File: src/rtl/ltds_pkg.sv
// Purpose: shared types and constants for the leak test discrete sequencer
// Assumes: 100 MHz system clock
// Notes:   valve vector order is vent, reservoir rough, gross, ref test, ref rough
package ltds_pkg;

    localparam int          CLK_MHZ        = 100;
    localparam int          STEP_TIME_US   = 1000;
    localparam int          STEP_CYCLES    = STEP_TIME_US * CLK_MHZ;
    localparam int          ZERO_TIME_US   = 2000;
    localparam int          ZERO_CYCLES    = ZERO_TIME_US * CLK_MHZ;
    localparam int          CAL_TIME_US    = 3000;
    localparam int          CAL_CYCLES     = CAL_TIME_US * CLK_MHZ;
    localparam int          EXP_WIDTH      = 4;
    localparam logic [3:0]  EXP_RESET      = 4'h8;
    localparam int          RATE_WIDTH     = 16;

    localparam int          VALVE_VENT_POS     = 4;
    localparam int          VALVE_RES_POS      = 3;
    localparam int          VALVE_GROSS_POS    = 2;
    localparam int          VALVE_REFTEST_POS  = 1;
    localparam int          VALVE_REFROUGH_POS = 0;

    typedef enum logic [5:0] {
        LTDS_VENT  = 6'h01,
        LTDS_ROUGH = 6'h02,
        LTDS_GROSS = 6'h04,
        LTDS_FINE  = 6'h08,
        LTDS_CAL   = 6'h10,
        LTDS_HOLD  = 6'h20
    } ltds_state_type;

    typedef struct packed {
        logic stop;
        logic start;
        logic zero;
        logic cal;
        logic range_down;
        logic range_up;
    } ltds_pulse_type;

    typedef struct packed {
        logic vent;
        logic res_rough;
        logic gross;
        logic ref_test;
        logic ref_rough;
    } ltds_valve_type;

    localparam ltds_valve_type VALVES_CLOSED = 5'h00;

endpackage

File: src/rtl/ltds_sequencer.sv
// Purpose: discrete command sequencer and valve driver of a leak test instrument
// Assumes: all inputs synchronous to clk_in; routine timing is modelled by counters
// Notes:   stop overrides everything, including busy routines
`timescale 1ns/1ps

// Behaviour
// - all valves closed unless status opens them
// - vent opens vent, reservoir, reference rough
// - rough all closed; gross opens gross only
// - fine/hold reservoir+ref rough; cal reservoir+ref test
// - stop pulse moves system to vent
// - start steps rough, gross, then fine
// - controller holds enable level while in command
// - zero pulse zeroes; cal pulse calibrates
// - manual range pulses step exponent down/up
// - auto range keeps reading within display
// - hold input places system in hold
// - reject high while rate over threshold
// - emitter failure follows filament fault
// - ready while operating; not ready inverse
// - cal good reflects last calibration result
// - zeroing busy during whole zero routine
// - calibrating busy during whole calibration
// - discrete commands ignored without enable level
// - enable locks panel and serial changes
module ltds_sequencer #(
    parameter int STEP_CYC = ltds_pkg::STEP_CYCLES,
    parameter int ZERO_CYC = ltds_pkg::ZERO_CYCLES,
    parameter int CAL_CYC  = ltds_pkg::CAL_CYCLES
) (
    // clock and reset
    input  wire logic                     clk_in,
    input  wire logic                     reset_n_in,
    // discrete commands
    input  wire ltds_pkg::ltds_pulse_type pulse_in,
    input  wire logic                     enable_in,
    input  wire logic                     auto_range_in,
    input  wire logic                     hold_in,
    // measurement side
    input  wire logic [15:0]              leak_rate_in,
    input  wire logic [15:0]              reject_level_in,
    input  wire logic                     filament_bad_in,
    input  wire logic                     cal_pass_in,
    // status outputs
    output logic                          reject_out,
    output logic                          emitter_fail_out,
    output logic                          ready_out,
    output logic                          not_ready_out,
    output logic                          cal_good_out,
    output logic                          zeroing_out,
    output logic                          calibrating_out,
    output logic                          local_lock_out,
    output logic [3:0]                    range_exp_out,
    output ltds_pkg::ltds_valve_type      valves_out
);
    import ltds_pkg::*;

    // refuse counts the counters cannot serve
    if (STEP_CYC < 1 || ZERO_CYC < 1 || CAL_CYC < 1) begin
        $error("counts must be at least one cycle");
    end

    localparam logic [15:0] RATE_HIGH = 16'hf000;
    localparam logic [15:0] RATE_LOW  = 16'h0100;
    localparam logic [3:0]  EXP_MAX   = 4'hf;
    localparam logic [3:0]  EXP_MIN   = 4'h0;

    ltds_state_type state_reg;
    ltds_state_type state_next;
    ltds_pulse_type pulse_prev_reg;
    ltds_pulse_type cmd;
    logic [31:0]    step_cnt_reg;
    logic [31:0]    busy_cnt_reg;
    logic           busy;
    logic           stop_cmd;
    logic           hold_prev_reg;
    logic           hold_cmd;

    function automatic ltds_valve_type valves_for(input ltds_state_type s);
        ltds_valve_type v;
        v = VALVES_CLOSED;
        unique case (s)
            LTDS_VENT: begin
                v.vent      = 1'b1;
                v.res_rough = 1'b1;
                v.ref_rough = 1'b1;
            end
            LTDS_ROUGH: begin
                v = VALVES_CLOSED;
            end
            LTDS_GROSS: begin
                v.gross = 1'b1;
            end
            LTDS_FINE, LTDS_HOLD: begin
                v.res_rough = 1'b1;
                v.ref_rough = 1'b1;
            end
            LTDS_CAL: begin
                v.res_rough = 1'b1;
                v.ref_test  = 1'b1;
            end
            default: v = VALVES_CLOSED;
        endcase
        return v;
    endfunction

    // edge detect, gated by enable level
    assign cmd      = enable_in ? (pulse_in & ~pulse_prev_reg) : '0;
    assign stop_cmd = cmd.stop;
    assign hold_cmd = enable_in && hold_in && !hold_prev_reg;
    assign busy     = zeroing_out || calibrating_out;

    always_ff @(posedge clk_in or negedge reset_n_in) begin
        if (!reset_n_in) begin
            pulse_prev_reg <= '0;
            hold_prev_reg  <= 1'b0;
        end else begin
            pulse_prev_reg <= pulse_in;
            hold_prev_reg  <= hold_in;
        end
    end

    always_comb begin
        state_next = state_reg;
        if (stop_cmd) begin
            state_next = LTDS_VENT;
        end else if (!busy) begin
            if (hold_cmd) begin
                state_next = LTDS_HOLD;
            end else if (cmd.start) begin
                state_next = LTDS_ROUGH;
            end else if (cmd.cal) begin
                state_next = LTDS_CAL;
            end else if (state_reg == LTDS_CAL) begin
                // calibration over, resume fine test
                state_next = LTDS_FINE;
            end else if (step_cnt_reg == 32'(STEP_CYC - 1)) begin
                unique case (state_reg)
                    LTDS_ROUGH: state_next = LTDS_GROSS;
                    LTDS_GROSS: state_next = LTDS_FINE;
                    default:    state_next = state_reg;
                endcase
            end
        end
    end

    always_ff @(posedge clk_in or negedge reset_n_in) begin
        if (!reset_n_in) begin
            state_reg    <= LTDS_VENT;
            step_cnt_reg <= 32'h0;
        end else begin
            state_reg <= state_next;
            if (state_next != state_reg) begin
                step_cnt_reg <= 32'h0;
            end else if (step_cnt_reg != 32'(STEP_CYC - 1)) begin
                step_cnt_reg <= step_cnt_reg + 32'h1;
            end
        end
    end

    // zero and calibration routines
    always_ff @(posedge clk_in or negedge reset_n_in) begin
        if (!reset_n_in) begin
            zeroing_out     <= 1'b0;
            calibrating_out <= 1'b0;
            cal_good_out    <= 1'b0;
            busy_cnt_reg    <= 32'h0;
        end else if (stop_cmd) begin
            zeroing_out     <= 1'b0;
            calibrating_out <= 1'b0;
            busy_cnt_reg    <= 32'h0;
        end else if (zeroing_out) begin
            busy_cnt_reg <= busy_cnt_reg + 32'h1;
            if (busy_cnt_reg == 32'(ZERO_CYC - 1)) begin
                zeroing_out <= 1'b0;
            end
        end else if (calibrating_out) begin
            busy_cnt_reg <= busy_cnt_reg + 32'h1;
            if (busy_cnt_reg == 32'(CAL_CYC - 1)) begin
                calibrating_out <= 1'b0;
                cal_good_out    <= cal_pass_in;
            end
        end else if (cmd.zero) begin
            zeroing_out  <= 1'b1;
            busy_cnt_reg <= 32'h0;
        end else if (cmd.cal) begin
            calibrating_out <= 1'b1;
            busy_cnt_reg    <= 32'h0;
        end
    end

    // range exponent, manual or automatic
    always_ff @(posedge clk_in or negedge reset_n_in) begin
        if (!reset_n_in) begin
            range_exp_out <= EXP_RESET;
        end else if (enable_in && auto_range_in) begin
            if (leak_rate_in > RATE_HIGH && range_exp_out != EXP_MAX) begin
                range_exp_out <= range_exp_out + 4'h1;
            end else if (leak_rate_in < RATE_LOW && range_exp_out != EXP_MIN) begin
                range_exp_out <= range_exp_out - 4'h1;
            end
        end else if (cmd.range_down && range_exp_out != EXP_MIN) begin
            range_exp_out <= range_exp_out - 4'h1;
        end else if (cmd.range_up && range_exp_out != EXP_MAX) begin
            range_exp_out <= range_exp_out + 4'h1;
        end
    end

    // status outputs and valves
    always_ff @(posedge clk_in or negedge reset_n_in) begin
        if (!reset_n_in) begin
            reject_out       <= 1'b0;
            emitter_fail_out <= 1'b0;
            ready_out        <= 1'b0;
            not_ready_out    <= 1'b1;
            local_lock_out   <= 1'b0;
            valves_out       <= VALVES_CLOSED;
        end else begin
            reject_out       <= leak_rate_in > reject_level_in;
            emitter_fail_out <= filament_bad_in;
            ready_out        <= !filament_bad_in;
            not_ready_out    <= filament_bad_in;
            local_lock_out   <= enable_in;
            valves_out       <= valves_for(state_next);
        end
    end

    a_stop_vent: assert property (@(posedge clk_in) disable iff (!reset_n_in)
        stop_cmd |=> state_reg == LTDS_VENT)
        else $error("stop did not vent");
    a_stop_clears: assert property (@(posedge clk_in) disable iff (!reset_n_in)
        stop_cmd |=> !zeroing_out && !calibrating_out)
        else $error("stop left a routine busy");
    a_ready_inverse: assert property (@(posedge clk_in) disable iff (!reset_n_in)
        ready_out != not_ready_out)
        else $error("not ready is not inverse of ready");
    a_valve_map: assert property (@(posedge clk_in) disable iff (!reset_n_in)
        $past(reset_n_in) |-> valves_out == valves_for(state_reg))
        else $error("valves disagree with status");
    a_vent_valves: assert property (@(posedge clk_in) disable iff (!reset_n_in)
        $past(reset_n_in) && state_reg == LTDS_VENT |-> valves_out == 5'h19)
        else $error("vent valves wrong");
    a_gross_only: assert property (@(posedge clk_in) disable iff (!reset_n_in)
        state_reg == LTDS_GROSS |-> valves_out == 5'h04)
        else $error("gross valves wrong");
    a_cal_valves: assert property (@(posedge clk_in) disable iff (!reset_n_in)
        state_reg == LTDS_CAL |-> valves_out == 5'h0a)
        else $error("cal valves wrong");
    a_rough_steps: assert property (@(posedge clk_in) disable iff (!reset_n_in)
        state_reg == LTDS_ROUGH && step_cnt_reg == 32'(STEP_CYC - 1) && cmd == '0
        && !hold_cmd && !busy |=> state_reg == LTDS_GROSS)
        else $error("rough did not step to gross");
    a_no_enable: assert property (@(posedge clk_in) disable iff (!reset_n_in)
        !enable_in && state_reg != LTDS_CAL |=> $stable(state_reg) || state_reg == LTDS_GROSS
        || state_reg == LTDS_FINE)
        else $error("command taken without enable");
    a_cmd_gated: assert property (@(posedge clk_in) disable iff (!reset_n_in)
        !enable_in |-> cmd == '0 && !hold_cmd)
        else $error("command decoded without enable");
    a_reject_level: assert property (@(posedge clk_in) disable iff (!reset_n_in)
        $past(reset_n_in) |-> reject_out == $past(leak_rate_in > reject_level_in))
        else $error("reject wrong");
    a_emitter_fail: assert property (@(posedge clk_in) disable iff (!reset_n_in)
        $past(reset_n_in) |-> emitter_fail_out == $past(filament_bad_in))
        else $error("emitter failure wrong");
    a_lock_level: assert property (@(posedge clk_in) disable iff (!reset_n_in)
        $past(reset_n_in) |-> local_lock_out == $past(enable_in))
        else $error("lock does not follow enable");
    a_start_rough: assert property (@(posedge clk_in) disable iff (!reset_n_in)
        cmd.start && !stop_cmd && !busy && !hold_cmd |=> state_reg == LTDS_ROUGH)
        else $error("start did not rough");
    a_busy_block: assert property (@(posedge clk_in) disable iff (!reset_n_in)
        busy && !stop_cmd && cmd.start
        |=> state_reg != LTDS_ROUGH || $past(state_reg) == LTDS_ROUGH)
        else $error("start taken while busy");
    a_hold_entry: assert property (@(posedge clk_in) disable iff (!reset_n_in)
        hold_cmd && !stop_cmd && !busy |=> state_reg == LTDS_HOLD)
        else $error("hold not entered");
    a_single_cmd: assert property (@(posedge clk_in) disable iff (!reset_n_in)
        cmd.zero |=> !cmd.zero)
        else $error("pulse gave two commands");
    a_zero_start: assert property (@(posedge clk_in) disable iff (!reset_n_in)
        cmd.zero && !stop_cmd && !busy |=> zeroing_out)
        else $error("zero routine not started");
    a_zero_length: assert property (@(posedge clk_in) disable iff (!reset_n_in)
        zeroing_out && busy_cnt_reg != 32'(ZERO_CYC - 1) && !stop_cmd |=> zeroing_out)
        else $error("zeroing ended early");
    a_cal_start: assert property (@(posedge clk_in) disable iff (!reset_n_in)
        cmd.cal && !cmd.zero && !stop_cmd && !busy |=> calibrating_out)
        else $error("calibration not started");
    a_cal_length: assert property (@(posedge clk_in) disable iff (!reset_n_in)
        calibrating_out && busy_cnt_reg != 32'(CAL_CYC - 1) && !stop_cmd |=> calibrating_out)
        else $error("calibration ended early");
    a_cal_result: assert property (@(posedge clk_in) disable iff (!reset_n_in)
        calibrating_out && busy_cnt_reg == 32'(CAL_CYC - 1) && !stop_cmd
        |=> cal_good_out == $past(cal_pass_in))
        else $error("cal good not updated");
    a_range_down: assert property (@(posedge clk_in) disable iff (!reset_n_in)
        cmd.range_down && !(enable_in && auto_range_in) && range_exp_out != EXP_MIN
        |=> range_exp_out == $past(range_exp_out) - 4'h1)
        else $error("range down not taken");
    a_range_up: assert property (@(posedge clk_in) disable iff (!reset_n_in)
        cmd.range_up && !cmd.range_down && !(enable_in && auto_range_in)
        && range_exp_out != EXP_MAX |=> range_exp_out == $past(range_exp_out) + 4'h1)
        else $error("range up not taken");
    a_auto_down: assert property (@(posedge clk_in) disable iff (!reset_n_in)
        enable_in && auto_range_in && leak_rate_in < RATE_LOW && range_exp_out != EXP_MIN
        |=> range_exp_out == $past(range_exp_out) - 4'h1)
        else $error("auto range did not step down");

endmodule

File: config.mk
export PLATFORM = sky130hd
export DESIGN_NAME = ltds_sequencer
export DESIGN_NICKNAME = d
export VERILOG_FILES = /design/src/rtl/ltds_pkg.sv /design/src/rtl/ltds_sequencer.sv
export SDC_FILE = /design/constraint.sdc
export NUM_CORES = 1
export LEC_CHECK = 0
export ABC_AREA = 1
export BUFFER_PORTS_ARGS = -buffer_cell sky130_fd_sc_hd__buf_2
export CORE_UTILIZATION = 60
export CTS_BUF_LIST = sky130_fd_sc_hd__clkbuf_16
export DETAILED_ROUTE_END_ITERATION = 16
export HOLD_SLACK_MARGIN = 0.15
export PLACE_DENSITY = 0.85
export SLEW_MARGIN = 10
export SYNTH_ARGS = -nofsm -noshare
export SYNTH_HDL_FRONTEND = slang
export SYNTH_SLANG_ARGS = --single-unit
export TNS_END_PERCENT = 10
File: constraint.sdc
create_clock -name clk_in -period 4.57 [get_ports clk_in]
set_input_delay 0.6855 -clock clk_in [delete_from_list [all_inputs] [get_ports clk_in]]
set_output_delay 0.6855 -clock clk_in [all_outputs]
set_load 0.05 [all_outputs]
==> results.sh <==
export IMPL_vias=5680
export IMPL_cts_tree="built"
export IMPL_ir_worst_vdd_v=0.000270
export IMPL_globalRoute_totalOverflow=0
export IMPL_critPathRequiredTime_ps=4830
export IMPL_io_buffers=61
export IMPL_yosysWarnings=0
export IMPL_grt_pass1_wl_um=23600
export IMPL_ios=62
export IMPL_layout_commonest_cell="nand2_1"
export IMPL_path_max_fanout=32
export IMPL_cpMostUsedCell="nor2_1"
export IMPL_final_cell_mix="181 x nand2_1, 129 x nor2_1, 126 x inv_1"
export IMPL_fin_ws_ps=1520
export IMPL_die_y_um=101
export IMPL_cp_top_family="simple AND/OR/NAND/NOR gates"
export IMPL_routed_via_density=5.54
export IMPL_cp_arrival_ps=3320
export IMPL_cts_made_buffers=9
export IMPL_p_leak_nw=3.16
export IMPL_track_usage_pct=28.6
export IMPL_synth_nets=891
export IMPL_dp_cells=1009
export IMPL_fin_skew_ps=7.76
export IMPL_layout_min_cycle_time_ps=3050
export IMPL_worst_pin_slew_ps=1110
export IMPL_rows=35
export IMPL_die_w_um=101
export IMPL_crit_chain="buf_2 > nand2_1 > nor2_2 > nor2_2 > inv_1 > nand3_1 > nand2_1 > nor2_1 > nand3_1 > nor2_1 > nand2_2 > nor2_1"
export IMPL_syn_area_per_cell_um2=7.16
export IMPL_cap_violations=0
export IMPL_crit_buf_inv=2
export IMPL_rsz0062_at_grt="false"
export IMPL_slew_headroom_pct=26.1
export IMPL_cts_root_buf="clkbuf_16"
export IMPL_clock_latency_ps=340
export IMPL_clock_path_buffers=2
export IMPL_cts_setup_buffers=0
export IMPL_crit_path_top_delay_cell="nor2_2"
export IMPL_setup_viol=0
export IMPL_pre_cts_ws_ps=1150
export IMPL_dp_hpwl_um=10400
export IMPL_hold_buffers=0
export IMPL_start_util_pct=62.8
export IMPL_antenna_found_initial=0
export IMPL_powerDensity_mw_per_mm2=414
export IMPL_async_reset_ff_share_pct=100
export IMPL_ctsResizeCount=0
export IMPL_yosysSeqAreaShare_pct=39.8
export IMPL_drtAntennaViolNets=0
export IMPL_slowest_delay_ps=840
export IMPL_cp_startpoint="enable_in"
export IMPL_clk_pin_slew_worst_paths_ps=70
export IMPL_drcViolationCount=0
export IMPL_status="finished clean"
export IMPL_worstSetupEndpointType="flip-flop"
export IMPL_gp_congestion=0.926
export IMPL_timing_final_hold_violations=0
export IMPL_r2r_start="calibrating_out"
export IMPL_whs_ps=433
export IMPL_synth_cells=826
export IMPL_grt_pass1_vias=5463
export IMPL_drt_total_wl_um=13800
export IMPL_cts_sinks=94
export IMPL_fin_nets=956
export IMPL_synth_seq_cells=94
export IMPL_synth_area_mm2=0.00591
export IMPL_fin_tns_setup_ps=0
export IMPL_synth_main_ff_cell="dfrtp_1"
export IMPL_drive_gt1_share_pct=11.0
export IMPL_worst_hold_path_type="in2async"
export IMPL_htreeDepth=3
export IMPL_grt_max_degree=64
export IMPL_fmax_mhz=327
export IMPL_fin_cells=1025
export IMPL_synth_edf_count=0
export IMPL_ys_types=42
export IMPL_coreArea_mm2=0.00942
export IMPL_antenna_cells=0
export IMPL_wl_per_cell_um=13.5
export IMPL_cp_start_kind="input pin"
export IMPL_slew_viol_final=0
export IMPL_path_class="in2reg"
export IMPL_die_area_mm2=0.0103
export IMPL_first_pass_iters=5
export IMPL_post_route_period_util_pct=66.8
export IMPL_drt_iter0_markers=451
export IMPL_syn2layout_area_growth_pct=12.2
[layout make-up]
| cell class | count | area [um^2] |
|---|---|---|
| well taps | 129 | 161 |
| flip-flops and latches | 94 | 2360 |
| repair buffers | 63 | 323 |
| clock inverters | 7 | 73.8 |
| fillers | 784 | 2780 |
| inverters | 126 | 473 |
| multi-input cells | 597 | 3020 |
| clock buffers | 9 | 225 |
[metal layers]
layer  vias up  share of wire (%)  GRT usage, %  wire length, um
li1       2811                  -             -                -
met3        24                6.4          5.66              886
met2       213                 49          50.8             6820
met4         0                1.6          8.58              225
met5         -                  0             0                0
met1      2632                 43          35.1             5910
[cell usage after synthesis (3+ instances only)]
cell      count  area, um^2
nor2_1      129         484
nand2_2       5        31.3
xnor2_1       4        35.0
nor2_2        6        37.5
nor3_1       21         105
dfstp_2       3        78.8
nand2_1     181         679
xor2_1       25         219
dfrtp_1      91        2280
nand4_1      23         144
buf_6         3        33.8
ha_1         20         250
a21oi_1      32         160
clkbuf_1      4        15.0
o21ai_0      44         220
inv_1       125         469
nor4_1       18         113
o22ai_1       8        50.1
nand3_1      53         265
[cells by family (layout without fill, tap and decap cells)]
logic type                 after synthesis  in the layout  share of synthesized area [%]
muxes                                    3              3                          0.529
and+or+nand+nor                        446            446                           32.7
AOI/OAI and AO/OA                       99             99                           9.33
DFF                                     94             94                           39.8
xor gates and xnor gates                29             29                           4.29
buffers and inverters                  135            205                           9.03
adders and majority gates               20             20                           4.23
[power breakdown]
part           switching [W]  internal (W)  total (W)
registers          0.0000759      0.000922   0.000998
logic               0.000718      0.000278   0.000995
clock network       0.000330      0.000425   0.000755
total                0.00112       0.00162    0.00275
[final timing paths]
kind,to,cells after the start,slack (ps)
worst max register to register,step_cnt_reg[12],10,1610
min in group clk_in,not_ready_out,1,460
worst max-delay path,step_cnt_reg[12],12,1520
worst min register to register,cal_good_out,2,480
worst min-delay path,step_cnt_reg[12],1,430
max in group asynchronous,state_reg[0],2,3190
[metrics by stage]
| stage | cell area, um^2 | power [W] | utilization [%] |
|---|---|---|---|
| floorplan | 5910 | 0.00179 | - |
| global placement | 6340 | 0.00195 | 67.3 |
| detailed placement | 6340 | 0.00199 | 67.3 |
| CTS | 6640 | 0.00275 | 70.5 |
| global route | 6640 | 0.00292 | 70.5 |
| finish | 6640 | 0.00275 | 70.5 |
Power figures use the tool's default switching activity.
